$ cat src/common/scan_cfg_pkg.sv
/*
  constants for the electrode scan configuration block: register offsets,
  field positions, reset values, channel numbering and timing counts.
  assumes a register port that carries 8-bit offsets and 8-bit data.
*/
package scan_cfg_pkg;
  // ****************************************
  // register offsets
  // ****************************************
  localparam logic [7:0] OFS_GLOBAL_CFG  = 8'h5D;
  localparam logic [7:0] OFS_RUN_CONFIG  = 8'h5E;
  localparam logic [7:0] OFS_TIME_FIRST  = 8'h6C;
  localparam logic [7:0] OFS_TIME_LAST   = 8'h72;
  localparam logic [7:0] OFS_ACFG_CTL0   = 8'h7B;
  localparam logic [7:0] OFS_ACFG_CTL1   = 8'h7C;
  // ****************************************
  // reset values and write mask
  // ****************************************
  localparam logic [7:0] RST_RUN_CONFIG  = 8'h00;
  localparam logic [7:0] RST_GLOBAL_CFG  = 8'h24;
  localparam logic [7:0] RST_TIME        = 8'h00;
  localparam logic [7:0] RST_ACFG        = 8'h00;
  localparam logic [7:0] TIME_WMASK      = 8'h77;
  // ****************************************
  // field positions
  // ****************************************
  localparam int LOCK_LSB        = 6;
  localparam int PROX_LSB        = 4;
  localparam int COUNT_LSB       = 0;
  localparam int GTIME_LSB       = 0;
  localparam int INTERVAL_LSB    = 3;
  localparam int PAIR_HI_LSB     = 4;
  localparam int AUTO_EN_BIT     = 0;
  localparam int SKIP_TIME_BIT   = 7;
  // ****************************************
  // codes and channel numbering
  // ****************************************
  localparam logic [1:0] LOCK_KEEP     = 2'h0;
  localparam logic [1:0] LOCK_OFF      = 2'h1;
  localparam logic [1:0] LOCK_HIGH5    = 2'h2;
  localparam logic [1:0] LOCK_ALL10    = 2'h3;
  localparam logic [3:0] CH_PROX       = 4'hC;
  localparam logic [3:0] POS_NONE      = 4'hF;
  localparam logic [3:0] INPUTS        = 4'hC;
  localparam int         TIME_REGS     = 7;
  // ****************************************
  // timing
  // ****************************************
  localparam int CLK_MHZ         = 250;
  localparam int BASE_MS         = 1;
  localparam int BASE_CYCLES     = BASE_MS * CLK_MHZ * 1000;
endpackage

$ cat src/logic/electrode_scan_configuration.sv
/*
  electrode scan configuration: run/stop control, scan sequencing,
  per-channel charge time selection, auto-configuration hand-off and
  baseline start-up for a 12-input capacitive front end plus one
  combined proximity channel.
  assumes the measurement engine and the auto-configuration search engine
  are logic on the same clock; the register port is the serial bus slave.
  the engine itself combines the inputs that the proximity field selects;
  this block only decides when the combined channel is measured.
*/
// What this block does
// - a nonzero per-channel three-bit charge time is used, a zero one falls back to global.
// - each charge time register holds a lower channel in D2..D0 and the next in D6..D4.
// - with auto-configuration on, entering run first runs a search and stores its times.
// - with skip-time-search set the search never writes the per-channel charge times.
// - lock code 00 keeps baseline, 01 stops tracking, 10 loads high five bits, 11 all ten.
// - proximity select 00 off, 01 inputs 0-1, 10 inputs 0-3, 11 all twelve inputs.
// - input count n enables inputs 0..n-1, 0000 none and 11xx all twelve.
// - after reset the run configuration register is 0x00 and the block is stopped.
// - a nonzero proximity or count field starts run mode at once, and scanning after any auto-configuration search.
// - both fields zero means stop mode with no measurement.
// - run and stop may be switched at any moment by rewriting the run configuration.
// - a scan measures proximity first, then inputs in ascending order.
// - scans repeat at the selected sample interval while running.
// - disabled channels are skipped and take no scan time or charging.
// - with lock code 10 each channel's baseline is loaded from its first measurement.
// - global charge time code 000 disables charging, code n gives 2^(n-2) us.
// - a scan longer than the interval stretches the sample period to the scan time.
`timescale 1ns/100ps
module electrode_scan_configuration #(
  parameter int BASE_CYCLES = scan_cfg_pkg::BASE_CYCLES
) (
  input  wire logic        ref_clk_i,
  input  wire logic        rst_n_i,
  input  wire logic        ce_i,
  input  wire logic [7:0]  reg_addr_i,
  input  wire logic [7:0]  reg_wdata_i,
  input  wire logic        reg_wr_i,
  input  wire logic        reg_rd_i,
  output logic      [7:0]  reg_rdata_o,
  input  wire logic        meas_done_i,
  input  wire logic [9:0]  meas_data_i,
  input  wire logic        acfg_wr_i,
  input  wire logic [3:0]  acfg_chan_i,
  input  wire logic [2:0]  acfg_time_i,
  input  wire logic        acfg_done_i,
  output logic             meas_start_o,
  output logic      [3:0]  meas_chan_o,
  output logic      [2:0]  meas_time_o,
  output logic             acfg_start_o,
  output logic             acfg_skip_time_o,
  output logic             run_o,
  output logic             track_en_o,
  output logic             baseline_load_o,
  output logic      [3:0]  baseline_chan_o,
  output logic      [9:0]  baseline_value_o
);

  // ****************************************
  // state
  // ****************************************
  typedef enum logic [4:0] {
    ST_STOP = 5'b00001,
    ST_ACFG = 5'b00010,
    ST_WAIT = 5'b00100,
    ST_NEXT = 5'b01000,
    ST_MEAS = 5'b10000
  } phase_e;

  typedef struct packed {
    logic [7:0]      run_cfg;
    logic [7:0]      glob_cfg;
    logic [7:0]      acfg_ctl0;
    logic [7:0]      acfg_ctl1;
    logic [6:0][7:0] ctime;
    phase_e          phase;
    logic [3:0]      pos;
    logic [31:0]     tmr;
    logic            due;
    logic [12:0]     fresh;
    logic [7:0]      rdata;
    logic            mstart;
    logic [3:0]      mchan;
    logic [2:0]      mtime;
    logic            astart;
    logic            bload;
    logic [3:0]      bchan;
    logic [9:0]      bval;
    logic            run;
    logic            track;
    logic            skip;
  } state_s;

  state_s s_q;
  state_s s_d;

  // ****************************************
  // helpers
  // ****************************************
  // enable test for a channel, proximity is channel 12
  function automatic logic chan_on(input logic [7:0] cfg, input logic [3:0] ch);
    logic [3:0] cnt;
    cnt = cfg[scan_cfg_pkg::COUNT_LSB +: 4];
    // counts above twelve act as all twelve inputs
    if (cnt > scan_cfg_pkg::INPUTS) begin
      cnt = scan_cfg_pkg::INPUTS;
    end
    if (ch == scan_cfg_pkg::CH_PROX) begin
      chan_on = (cfg[scan_cfg_pkg::PROX_LSB +: 2] != 2'h0);
    end else begin
      chan_on = (ch < cnt);
    end
  endfunction

  // scan position 0 is proximity, position k is input k-1
  function automatic logic [3:0] pos_chan(input logic [3:0] p);
    pos_chan = (p == 4'h0) ? scan_cfg_pkg::CH_PROX : 4'(p - 4'h1);
  endfunction

  // first enabled position at or after p, none gives the marker
  function automatic logic [3:0] next_pos(input logic [7:0] cfg, input logic [3:0] p);
    next_pos = scan_cfg_pkg::POS_NONE;
    for (int k = 12; k >= 0; k--) begin
      if (4'(k) >= p && chan_on(cfg, pos_chan(4'(k)))) begin
        next_pos = 4'(k);
      end
    end
  endfunction

  // effective charge time for a channel
  function automatic logic [2:0] eff_time(input state_s st, input logic [3:0] ch);
    logic [7:0] r;
    logic [2:0] f;
    r = st.ctime[ch[3:1]];
    f = ch[0] ? r[scan_cfg_pkg::PAIR_HI_LSB +: 3] : r[2:0];
    eff_time = (f != 3'h0) ? f :
               st.glob_cfg[scan_cfg_pkg::GTIME_LSB +: 3];
  endfunction

  // sample interval length in cycles, 2^n base periods
  // codes 0..7 give 1 to 128 base periods, well inside 32 bits
  function automatic logic [31:0] interval(input logic [7:0] g);
    interval = 32'(BASE_CYCLES) << g[scan_cfg_pkg::INTERVAL_LSB +: 3];
  endfunction

  // offset falls in the per-channel charge time block
  function automatic logic time_reg(input logic [7:0] a);
    time_reg = (a >= scan_cfg_pkg::OFS_TIME_FIRST) && (a <= scan_cfg_pkg::OFS_TIME_LAST);
  endfunction

  logic       running;
  logic       go_run;
  logic [3:0] tidx;

  // ****************************************
  // next state
  // ****************************************
  always_comb begin
    s_d = s_q;
    // pulses fall back low unless a branch raises them
    s_d.mstart = 1'b0;
    s_d.astart = 1'b0;
    s_d.bload  = 1'b0;
    tidx = 4'(reg_addr_i - scan_cfg_pkg::OFS_TIME_FIRST);

    // register writes
    if (reg_wr_i) begin
      case (reg_addr_i)
        scan_cfg_pkg::OFS_RUN_CONFIG: s_d.run_cfg = reg_wdata_i;
        scan_cfg_pkg::OFS_GLOBAL_CFG: s_d.glob_cfg = reg_wdata_i;
        scan_cfg_pkg::OFS_ACFG_CTL0: s_d.acfg_ctl0 = reg_wdata_i;
        scan_cfg_pkg::OFS_ACFG_CTL1: s_d.acfg_ctl1 = reg_wdata_i;
        default: begin
          if (time_reg(reg_addr_i)) begin
            s_d.ctime[tidx[2:0]] = reg_wdata_i & scan_cfg_pkg::TIME_WMASK;
          end
        end
      endcase
    end

    // register reads, unmapped offsets read zero
    if (reg_rd_i) begin
      case (reg_addr_i)
        scan_cfg_pkg::OFS_RUN_CONFIG: s_d.rdata = s_q.run_cfg;
        scan_cfg_pkg::OFS_GLOBAL_CFG: s_d.rdata = s_q.glob_cfg;
        scan_cfg_pkg::OFS_ACFG_CTL0: s_d.rdata = s_q.acfg_ctl0;
        scan_cfg_pkg::OFS_ACFG_CTL1: s_d.rdata = s_q.acfg_ctl1;
        default: begin
          if (time_reg(reg_addr_i)) begin
            s_d.rdata = s_q.ctime[tidx[2:0]];
          end else begin
            s_d.rdata = 8'h00;
          end
        end
      endcase
    end

    // search results land in the per-channel time fields
    // placed after the host writes, so a search write wins the same cycle
    if (s_q.phase == ST_ACFG && acfg_wr_i &&
        !s_q.acfg_ctl1[scan_cfg_pkg::SKIP_TIME_BIT] &&
        acfg_chan_i <= scan_cfg_pkg::CH_PROX) begin
      if (acfg_chan_i[0]) begin
        s_d.ctime[acfg_chan_i[3:1]][scan_cfg_pkg::PAIR_HI_LSB +: 3] = acfg_time_i;
      end else begin
        s_d.ctime[acfg_chan_i[3:1]][2:0] = acfg_time_i;
      end
    end

    // interval timer runs freely while scanning, held at zero during the search
    // a long scan leaves due set, so the next scan follows it at once
    if (s_q.phase != ST_STOP && s_q.phase != ST_ACFG) begin
      if (s_q.tmr + 32'h1 >= interval(s_q.glob_cfg)) begin
        s_d.tmr = 32'h0;
        s_d.due = 1'b1;
      end else begin
        s_d.tmr = s_q.tmr + 32'h1;
      end
    end

    // sequencing
    case (s_q.phase)
      // leaving stop restarts the interval and re-arms the baseline loads
      ST_STOP: begin
        if (go_run) begin
          s_d.fresh = 13'h1FFF;
          s_d.tmr   = 32'h0;
          if (s_q.acfg_ctl0[scan_cfg_pkg::AUTO_EN_BIT]) begin
            s_d.phase  = ST_ACFG;
            s_d.astart = 1'b1;
          end else begin
            s_d.phase = ST_NEXT;
            s_d.pos   = 4'h0;
          end
        end
      end
      // search in progress, the first scan waits for its done pulse
      ST_ACFG: begin
        if (acfg_done_i) begin
          s_d.phase = ST_NEXT;
          s_d.pos   = 4'h0;
        end
      end
      // the edge that elapses the interval also starts the scan
      ST_WAIT: begin
        if (s_d.due) begin
          s_d.due   = 1'b0;
          s_d.phase = ST_NEXT;
          s_d.pos   = 4'h0;
        end
      end
      // choose the next enabled position, or idle until the interval ends
      ST_NEXT: begin
        if (next_pos(s_q.run_cfg, s_q.pos) == scan_cfg_pkg::POS_NONE) begin
          s_d.phase = ST_WAIT;
        end else begin
          s_d.pos    = next_pos(s_q.run_cfg, s_q.pos);
          s_d.mchan  = pos_chan(s_d.pos);
          s_d.mtime  = eff_time(s_q, s_d.mchan);
          s_d.mstart = 1'b1;
          s_d.phase  = ST_MEAS;
        end
      end
      // first result of each channel after run entry may seed its baseline
      ST_MEAS: begin
        if (meas_done_i) begin
          if (s_q.fresh[s_q.mchan]) begin
            s_d.fresh[s_q.mchan] = 1'b0;
            s_d.bchan = s_q.mchan;
            case (s_q.run_cfg[scan_cfg_pkg::LOCK_LSB +: 2])
              scan_cfg_pkg::LOCK_HIGH5: begin
                s_d.bload = 1'b1;
                s_d.bval  = {meas_data_i[9:5], 5'h00};
              end
              scan_cfg_pkg::LOCK_ALL10: begin
                s_d.bload = 1'b1;
                s_d.bval  = meas_data_i;
              end
              default: s_d.bload = 1'b0;
            endcase
          end
          s_d.pos   = 4'(s_q.pos + 4'h1);
          s_d.phase = ST_NEXT;
        end
      end
      default: s_d.phase = ST_STOP;
    endcase

    // stop wins at any moment, aborting a scan in flight
    if (!running && s_q.phase != ST_STOP) begin
      s_d.phase = ST_STOP;
      s_d.due   = 1'b0;
      s_d.tmr   = 32'h0;
      s_d.mstart = 1'b0;                                        // no start once stopped
    end

    // level outputs kept in flops so every port comes from a register
    s_d.run   = (s_d.phase != ST_STOP);
    s_d.track = (s_d.phase != ST_STOP) &&
                (s_d.run_cfg[scan_cfg_pkg::LOCK_LSB +: 2] != scan_cfg_pkg::LOCK_OFF);
    s_d.skip  = s_d.acfg_ctl1[scan_cfg_pkg::SKIP_TIME_BIT];
  end

  // run is decided from the configuration as it stands
  // go_run names the decision taken in stop; both read the same fields
  assign running = (s_q.run_cfg[scan_cfg_pkg::PROX_LSB +: 2] != 2'h0) ||
                   (s_q.run_cfg[scan_cfg_pkg::COUNT_LSB +: 4] != 4'h0);
  assign go_run  = running;

  // ****************************************
  // state register
  // ****************************************
  always_ff @(posedge ref_clk_i) begin
    if (!rst_n_i) begin
      // package reset values and the stop phase, everything else clears
      s_q           <= '0;
      s_q.run_cfg   <= scan_cfg_pkg::RST_RUN_CONFIG;
      s_q.glob_cfg  <= scan_cfg_pkg::RST_GLOBAL_CFG;
      s_q.acfg_ctl0 <= scan_cfg_pkg::RST_ACFG;
      s_q.acfg_ctl1 <= scan_cfg_pkg::RST_ACFG;
      s_q.ctime     <= {scan_cfg_pkg::TIME_REGS{scan_cfg_pkg::RST_TIME}};
      s_q.phase     <= ST_STOP;
    end else if (ce_i) begin
      s_q <= s_d;
    end
  end

  // ****************************************
  // outputs, all straight from the state register
  // ****************************************
  assign reg_rdata_o      = s_q.rdata;
  assign meas_start_o     = s_q.mstart;
  assign meas_chan_o      = s_q.mchan;
  assign meas_time_o      = s_q.mtime;
  assign acfg_start_o     = s_q.astart;
  assign acfg_skip_time_o = s_q.skip;
  assign run_o            = s_q.run;
  assign track_en_o       = s_q.track;
  assign baseline_load_o  = s_q.bload;
  assign baseline_chan_o  = s_q.bchan;
  assign baseline_value_o = s_q.bval;

endmodule

$ cat config.mk
export PLATFORM = sky130hd
export DESIGN_NAME = electrode_scan_configuration
export DESIGN_NICKNAME = d
export VERILOG_FILES = /design/src/common/scan_cfg_pkg.sv /design/src/logic/electrode_scan_configuration.sv
export SDC_FILE = /design/constraint.sdc
export NUM_CORES = 1
export LEC_CHECK = 0
export CELL_PAD_IN_SITES_DETAIL_PLACEMENT = 0
export CELL_PAD_IN_SITES_GLOBAL_PLACEMENT = 2
export CORE_MARGIN = 10
export CORE_UTILIZATION = 42
export CTS_CLUSTER_DIAMETER = 120
export DETAILED_ROUTE_END_ITERATION = 12
export DONT_BUFFER_PORTS = 1
export PLACE_DENSITY = 0.94
export SLEW_MARGIN = 20
export SYNTH_ARGS = -nofsm -noshare
export SYNTH_HDL_FRONTEND = slang
export SYNTH_SLANG_ARGS = --single-unit
$ cat constraint.sdc
create_clock -name ref_clk_i -period 11.3 [get_ports ref_clk_i]
set_clock_uncertainty 0.05 [all_clocks]
set_input_delay 1.695 -clock ref_clk_i [delete_from_list [all_inputs] [get_ports ref_clk_i]]
set_output_delay 1.695 -clock ref_clk_i [all_outputs]
set_load 0.05 [all_outputs]
==> Flow_metrics.wiki, run 1 <==
{| class="wikitable"
! Metric !! Value
|-
| Clock buffers created by TritonCTS || 17
|-
| Unrepaired setup endpoints after global routing || false
|-
| Post-route setup TNS || 0 ps
|-
| Post-synth net total || 1354
|-
| Count of cells resized by post-cts repair || 0
|-
| Initial DRT Pass Iterations || 5
|-
| Worst ir drop on vdd || 0.00009843 V
|-
| Maximum level of the CTS H-tree || 4
|-
| Post-route cell area || 0.01075 mm^2
|-
| Highest net fanout along the worst path || 18
|-
| Final core utilization || 44.46%
|-
| Clock tree from TritonCTS || done
|-
| Vias || 9226
|-
| Clock slew seen by the registers of the worst setup and hold paths || 80 ps
|-
| Number of max-slew violations in the final report || 0
|-
| Mean post-synth cell area || 8.001 um^2
|-
| Cell area reported after detailed placement || 0.01015 mm^2
|-
| Number of standard-cell rows in the floorplan || 57
|-
| Cell count after synthesis || 1283
|-
| Total of warnings raised by yosys || 0
|-
| Sinks on the clock net || 177
|-
| Post-synth EDFFs || 0
|-
| Number of endpoints with negative hold slack in the final report || 0
|-
| Layout cells sized above 1 || 5.985%
|-
| Max frequency || 0.2002 GHz
|-
| Placer Congestion || 0.8983
|-
| Area enclosed by the die boundary || 0.03109 mm^2
|-
| Flop and latch count out of synthesis || 177
|-
| Count of input and output buffers || 0
|-
| Number of DRC violations after detailed routing || 0
|-
| Clk Latency, worst-skew pair || 440 ps
|-
| Number of buffers between clock root and the deepest sink || 2
|-
| Pint || 0.9379 mW
|-
| Transition time of the tightest slew-check pin || 1057 ps
|-
| Leading cell types by count after synthesis || dfxtp_1 (177), a21oi_1 (126), nand2_1 (125)
|-
| Maximum number of pins on one net before global-route repair || 78
|-
| Area delta synth->final || 4.718%
|-
| Commonest register cell after synthesis || dfxtp_1
|-
| Critical path capture point type || flop
|-
| Launching element type of the critical path || flop
|-
| All-layer global routing usage || 19.44%
|-
| Number of top-level design ports || 76
|-
| Final period utilization || 44.19%
|-
| Count leader, synth || dfxtp_1
|-
| Count of maximum capacitance violations || 0
|-
| Number of inserted filler cells in the final layout || 2446
|-
| Nets || 1261
|-
| Lkg Pwr || 3.742 nW
|-
| Area leader, netlist || dfxtp_1
|-
| Syn Std Cell Area || 0.01026 mm^2
|-
| Initial antenna violation count || 1
|-
| Type of the most critical hold path || reg2reg
|-
| Non-filler instance count after layout || 1528
|-
| Overall power after layout || 1.262 mW
|-
| Data arrival, critical path || 5290 ps
|-
| Number of distinct library cells after synthesis || 76
|-
| Setup Crit Path Kind || reg2reg
|-
| Pwr per Cell Area || 117.4 mW/mm^2
|-
| Final antenna-violating net count || 0
|-
| Final global-route overflow total || 0
|-
| Crit path time final || 4994 ps
|-
| Number of setup buffers added after CTS || 0
|-
| Drt first-iter violations || 842
|-
| NetSw || 0.3242 mW
|-
| Initial Util || 42.46%
|-
| Cts-stage hold buffer count || 0
|-
| Remaining max-slew budget at the tightest pin || 29.54%
|-
| Portion of the post-synthesis area used by sequential elements || 34.52%
|-
| Fraction of power consumed by combinational cells || 2.2%
|-
| Worst R2R Setup Slack || 6310 ps
|-
| Synth top area share || 34.52%
|-
| Final HPWL from detailed placement || 21.69 mm
|-
| Setup Viol. Count Final || 0
|-
| CP required || 11590 ps
|-
| Fraction of power spent switching nets || 25.68%
|-
| First-pass GRT wire length || 48.78 mm
|-
| Placed Cells incl. Taps || 1495
|-
| Core Region || 0.02418 mm^2
|-
| Post-detailed-routing wire length || 30.76 mm
|-
| Die boundary height || 176.3 um
|-
| Fraction of synthesis flops using an asynchronous set or reset pin || 0%
|-
| Chip width || 176.3 um
|-
| Drt via density || 6.038
|-
| Leading post-synthesis cells by cell area || dfxtp_1 (35%), a21oi_1 (6.1%), o21ai_0 (5.6%)
|-
| Routed wirelength normalized by instance count || 20.13 um
|-
| Clk root buf || clkbuf_16
|-
| Share of total power in the clock network || 47.6%
|-
| Via count of the first global-routing pass || 8654
|-
| Sequential power share || 50.1%
|-
| Result of the run || finished, final reports clean
|}
## metal layers
metal	vias to the layer above	part of all wire, %	global-route usage (%)
met5	-	0	0
met4	0	2.0	6.060
met3	34	7.1	4.507
met2	286	45	30.12
met1	4443	46	26.27
li1	4463	-	-
## placed cells by master, fill, tap and decap left out, types with 6 or more instances in the layout
master       n
a22oi_1     26
ha_1        30
a41oi_1      7
nor2b_1     12
inv_8        6
mux2i_1     55
nand2_1    125
nand2b_1    12
a311oi_1     9
or3_1       31
nor3_1      22
and3_1      38
inv_1       16
xor2_1      10
o211ai_1    12
a211oi_1     6
nand3b_1    11
o22ai_1     11
o21ai_0    115
o31ai_1      9
mux4_2      11
nor2_1     118
clkbuf_16   17
a21oi_1    126
and2_1       6
dfxtp_1    177
a31oi_1      6
xnor2_1     16
nand3_1     42
nand4_1     11
## worst max-delay path, cell delays in order (launching register included)
cell and delay, ps:
dfxtp_1 380, ha_1 200, nand3_1 190, or3_1 510, nor3_1 490, nand2_1 240
xnor2_1 200, ha_1 320, a21o_1 160, a21oi_1 130, o21ai_0 90, a221oi_1 290
and3_1 200, o41ai_2 160, nor3b_4 710, buf_8 230, o21ai_0 90, a311oi_1 260
## worst paths after layout
check / startpoint / cells after the start / endpoint
setup reg to reg: s_q[50]$_SDFFE_PN0P_ / 17 / s_q[73]$_SDFFE_PN0P_
hold / removal: s_q[144]$_SDFFE_PN0P_ / 2 / s_q[144]$_SDFFE_PN0P_
hold reg to reg: s_q[144]$_SDFFE_PN0P_ / 2 / s_q[144]$_SDFFE_PN0P_
setup / recovery: s_q[50]$_SDFFE_PN0P_ / 17 / s_q[73]$_SDFFE_PN0P_
## final cells by class
type	instances	area [um^2]	share of cell area (%)
clock buffers	18	439.2	4.086
multi-input cells	971	6088	56.64
diodes	1	2.502	0.02328
well taps	324	405.4	3.771
repair buffers	5	45.04	0.4190
flip-flops and latches	177	3543	32.96
clock inverters	14	156.4	1.455
inverters	18	68.82	0.6402
## flip-flops by register name, indices dropped and copies added, names as in the netlist, named ones only
name	cells
reg_rdata_o	8
run_o	1
track_en_o	1
meas_start_o	1
baseline_load_o	1
meas_time_o	3
meas_chan_o	4
acfg_start_o	1
baseline_value_o	10
baseline_chan_o	4
s_q	129
## cells by family (layout without fill, tap and decap cells)
| logic type | Yosys count | in the layout | synth area share (%) |
|---|---|---|---|
| adders and majority gates | 30 | 30 | 3.657 |
| and+or+nand+nor | 463 | 463 | 22.50 |
| buffers and inverters | 135 | 55 | 6.168 |
| DFF | 177 | 177 | 34.52 |
| xor gates and xnor gates | 26 | 26 | 2.218 |
| muxes | 69 | 69 | 8.106 |
| AOI/OAI and AO/OA | 383 | 383 | 22.83 |
| other | 0 | 1 | 0 |
## power groups by stage
stage | Combinational, mW | Clock [mW] | Sequential, mW
6_report | 0.0280 | 0.601 | 0.633
5_1_grt | 0.0306 | 0.637 | 0.633
4_1_cts | 0.0280 | 0.612 | 0.633
3_5_place_dp | 0.0280 | 0 | 0.648
3_3_place_gp | 0.0279 | 0 | 0.647
2_1_floorplan | 0.0430 | 0 | 0.641
## through the flow
| stage | hold WS, ps | worst slack (ps) |
|---|---|---|
| global route | 431.2 | 5792 |
| global placement | 393.6 | 6192 |
| detailed placement | 399.0 | 6327 |
| finish | 407.9 | 6306 |
| floorplan | 374.3 | 7258 |
| CTS | 408.7 | 6289 |
No activity file was read; power rests on OpenSTA's default activity.
==> run 2: changes to the inputs <==
- CORE_UTILIZATION: 42 -> 35
- PLACE_DENSITY: 0.94 -> 0.85
- clock period: 11.3 -> 4.5 ns (I/O delays scaled with it)
==> Flow_metrics.wiki, run 2 (synthesis gave the netlist of run 1 again) <==
{| class="wikitable"
! Metric !! Value
|-
| Result of the run || finished, final reports clean
|-
| Initial antenna violation count || 0 (-1)
|-
| Die boundary height || 191.3 um (+8.5%)
|-
| Setup Crit Path Kind || reg2reg
|-
| Most common cell after layout, fill and taps aside || dfxtp_1
|-
| Highest-count cells in the layout ignoring fill and taps || dfxtp_1 (177), nand2_1 (125), a21oi_1 (125)
|-
| Count of cells resized by post-cts repair || 0 (unchanged)
|-
| Lkg Pwr || 3.806 nW (+1.7%)
|-
| Area delta synth->final || 6.509%
|-
| Placer Congestion || 0.8561 (-4.7%)
|-
| Chip width || 191.3 um (+8.5%)
|-
| Sinks on the clock net || 177 (unchanged)
|-
| First-pass GRT wire length || 50.96 mm (+4.5%)
|-
| Crit path time final || 4184 ps (-809.7 ps)
|-
| Final period utilization || 92.98% (+49 points)
|-
| All-layer global routing usage || 17.50% (-1.9 points)
|-
| Cell area reported after detailed placement || 0.01033 mm^2 (+1.8%)
|-
| ANT cells || 0 (-1)
|-
| Post-detailed-routing wire length || 32.38 mm (+5.3%)
|-
| Clock buffers created by TritonCTS || 17 (unchanged)
|-
| Clock tree from TritonCTS || done
|-
| Post-route setup TNS || 0 ps (unchanged)
|-
| Final core utilization || 37.89% (-6.6 points)
|-
| Number of endpoints with negative hold slack in the final report || 0 (unchanged)
|-
| Critical path capture point type || flop
|-
| Clock slew seen by the registers of the worst setup and hold paths || 70 ps (about the same)
|-
| Unrepaired setup endpoints after global routing || false
|-
| Via count of the first global-routing pass || 8737 (+0.96%)
|-
| Number of max-slew violations in the final report || 0 (unchanged)
|-
| Drt first-iter violations || 899 (+6.8%)
|-
| Number of standard-cell rows in the floorplan || 62 (+8.8%)
|-
| Data arrival, critical path || 4490 ps (-800 ps)
|-
| Final HPWL from detailed placement || 22.88 mm (+5.5%)
|-
| Initial Util || 35.57% (-6.9 points)
|-
| Transition time of the tightest slew-check pin || 1078 ps (+20.80 ps)
|-
| Max frequency || 0.2390 GHz (+19%)
|-
| Final global-route overflow total || 0 (unchanged)
|-
| Number of top-level design ports || 76 (unchanged)
|-
| Cts-stage hold buffer count || 0 (unchanged)
|-
| CP required || 4800 ps (-6790 ps)
|-
| Maximum number of pins on one net before global-route repair || 78 (unchanged)
|-
| Initial DRT Pass Iterations || 6 (+1)
|-
| Most flop-heavy register || s_q
|-
| Number of buffers between clock root and the deepest sink || 2 (unchanged)
|-
| Number of setup buffers added after CTS || 0 (unchanged)
|-
| Count of input and output buffers || 0 (unchanged)
|-
| Nets || 1275 (+1.1%)
|-
| Pwr per Cell Area || 292.4 mW/mm^2 (+150%)
|-
| Final antenna-violating net count || 0 (unchanged)
|-
| Number of DRC violations after detailed routing || 0 (unchanged)
|-
| Clk Latency, worst-skew pair || 450 ps (about the same)
|-
| Count of maximum capacitance violations || 0 (unchanged)
|-
| Maximum level of the CTS H-tree || 4 (unchanged)
|-
| Drt via density || 5.833 (-3.4%)
|-
| Area enclosed by the die boundary || 0.03658 mm^2 (+18%)
|-
| Post-route cell area || 0.01093 mm^2 (+1.7%)
|-
| Layout cells sized above 1 || 7.149% (+1.2 points)
|-
| Core Region || 0.02886 mm^2 (+19%)
|-
| Setup Viol. Count Final || 0 (unchanged)
|-
| Highest net fanout along the worst path || 32 (+14)
|-
| Launching element type of the critical path || flop
|-
| Worst ir drop on vdd || 0.0002670 V (+170%)
|-
| Flip-flop count of the largest register, all copies and words added || 129 (unchanged)
|-
| Vias || 9339 (+1.2%)
|-
| Remaining max-slew budget at the tightest pin || 27.60% (-1.9 points)
|-
| Routed wirelength normalized by instance count || 20.22 um (+0.47%)
|-
| Clk root buf || clkbuf_16
|-
| Type of the most critical hold path || in2reg
|}
run 2: layer usage:
layer	track usage, %	vias up	part of all wire (%)
met3	4.391	33	7.5
met4	4.147	0	1.3
met2	26.92	262	45
met5	0	-	0
met1	24.03	4556	46
li1	-	4488	-
run 2: cell type report:
class / instances / area (um^2)
Clock inverter: 13 / 140.1
Inverter: 18 / 68.82
Multi-Input combinational cell: 971 / 6092
Fill cell: 3068 / 17920
Timing Repair Buffer: 19 / 155.1
Clock buffer: 19 / 452.9
Tap cell: 384 / 480.5
Sequential cell: 177 / 3543
run 2: path summary, 6_finish.rpt:
check / slack (ps) / cells past startpoint / start / to
worst max-delay path: 320 / 19 / s_q[49]$_SDFFE_PN0P_ / s_q[57]$_SDFFE_PN0P_
worst min-delay path: 300 / 1 / rst_n_i / s_q[164]$_SDFFE_PN1P_
worst max register to register: 320 / 19 / s_q[49]$_SDFFE_PN0P_ / s_q[57]$_SDFFE_PN0P_
worst min register to register: 410 / 2 / s_q[168]$_SDFFE_PN0P_ / s_q[168]$_SDFFE_PN0P_
run 2: metrics by stage:
stage | power, mW | setup WS (ps) | hold WS (ps) | instances
floorplan | 1.717 | 458.2 | 374.3 | 1283
global placement | 1.699 | 452.1 | 392.7 | 1568
detailed placement | 1.699 | 354.6 | 398.2 | 1568
CTS | 3.218 | 329.8 | 258.0 | 1600
global route | 3.291 | 11.54 | 262.9 | 1601
finish | 3.197 | 315.9 | 303.5 | 1601
run 2: critical path, stage by stage (launching register included):
cell      delay, ps
dfxtp_1         390
ha_1            200
nand3_1         180
or3_1           430
nor3_1          180
buf_4           160
nand3_1         100
xnor2_1         170
ha_1            200
a21o_1          150
a21o_1          170
a21oi_1         140
o21ai_0         100
a221oi_1        270
and3_1          200
o41ai_2         140
nor3b_4         240
buf_12          210
a41oi_1         130
a311oi_1        270
run 2: report_power, final:
group / switching [mW] / internal, mW / total, mW
Sequential: 0.0193 / 1.57 / 1.59
Clock: 0.720 / 0.815 / 1.54
Combinational: 0.0499 / 0.0230 / 0.0730
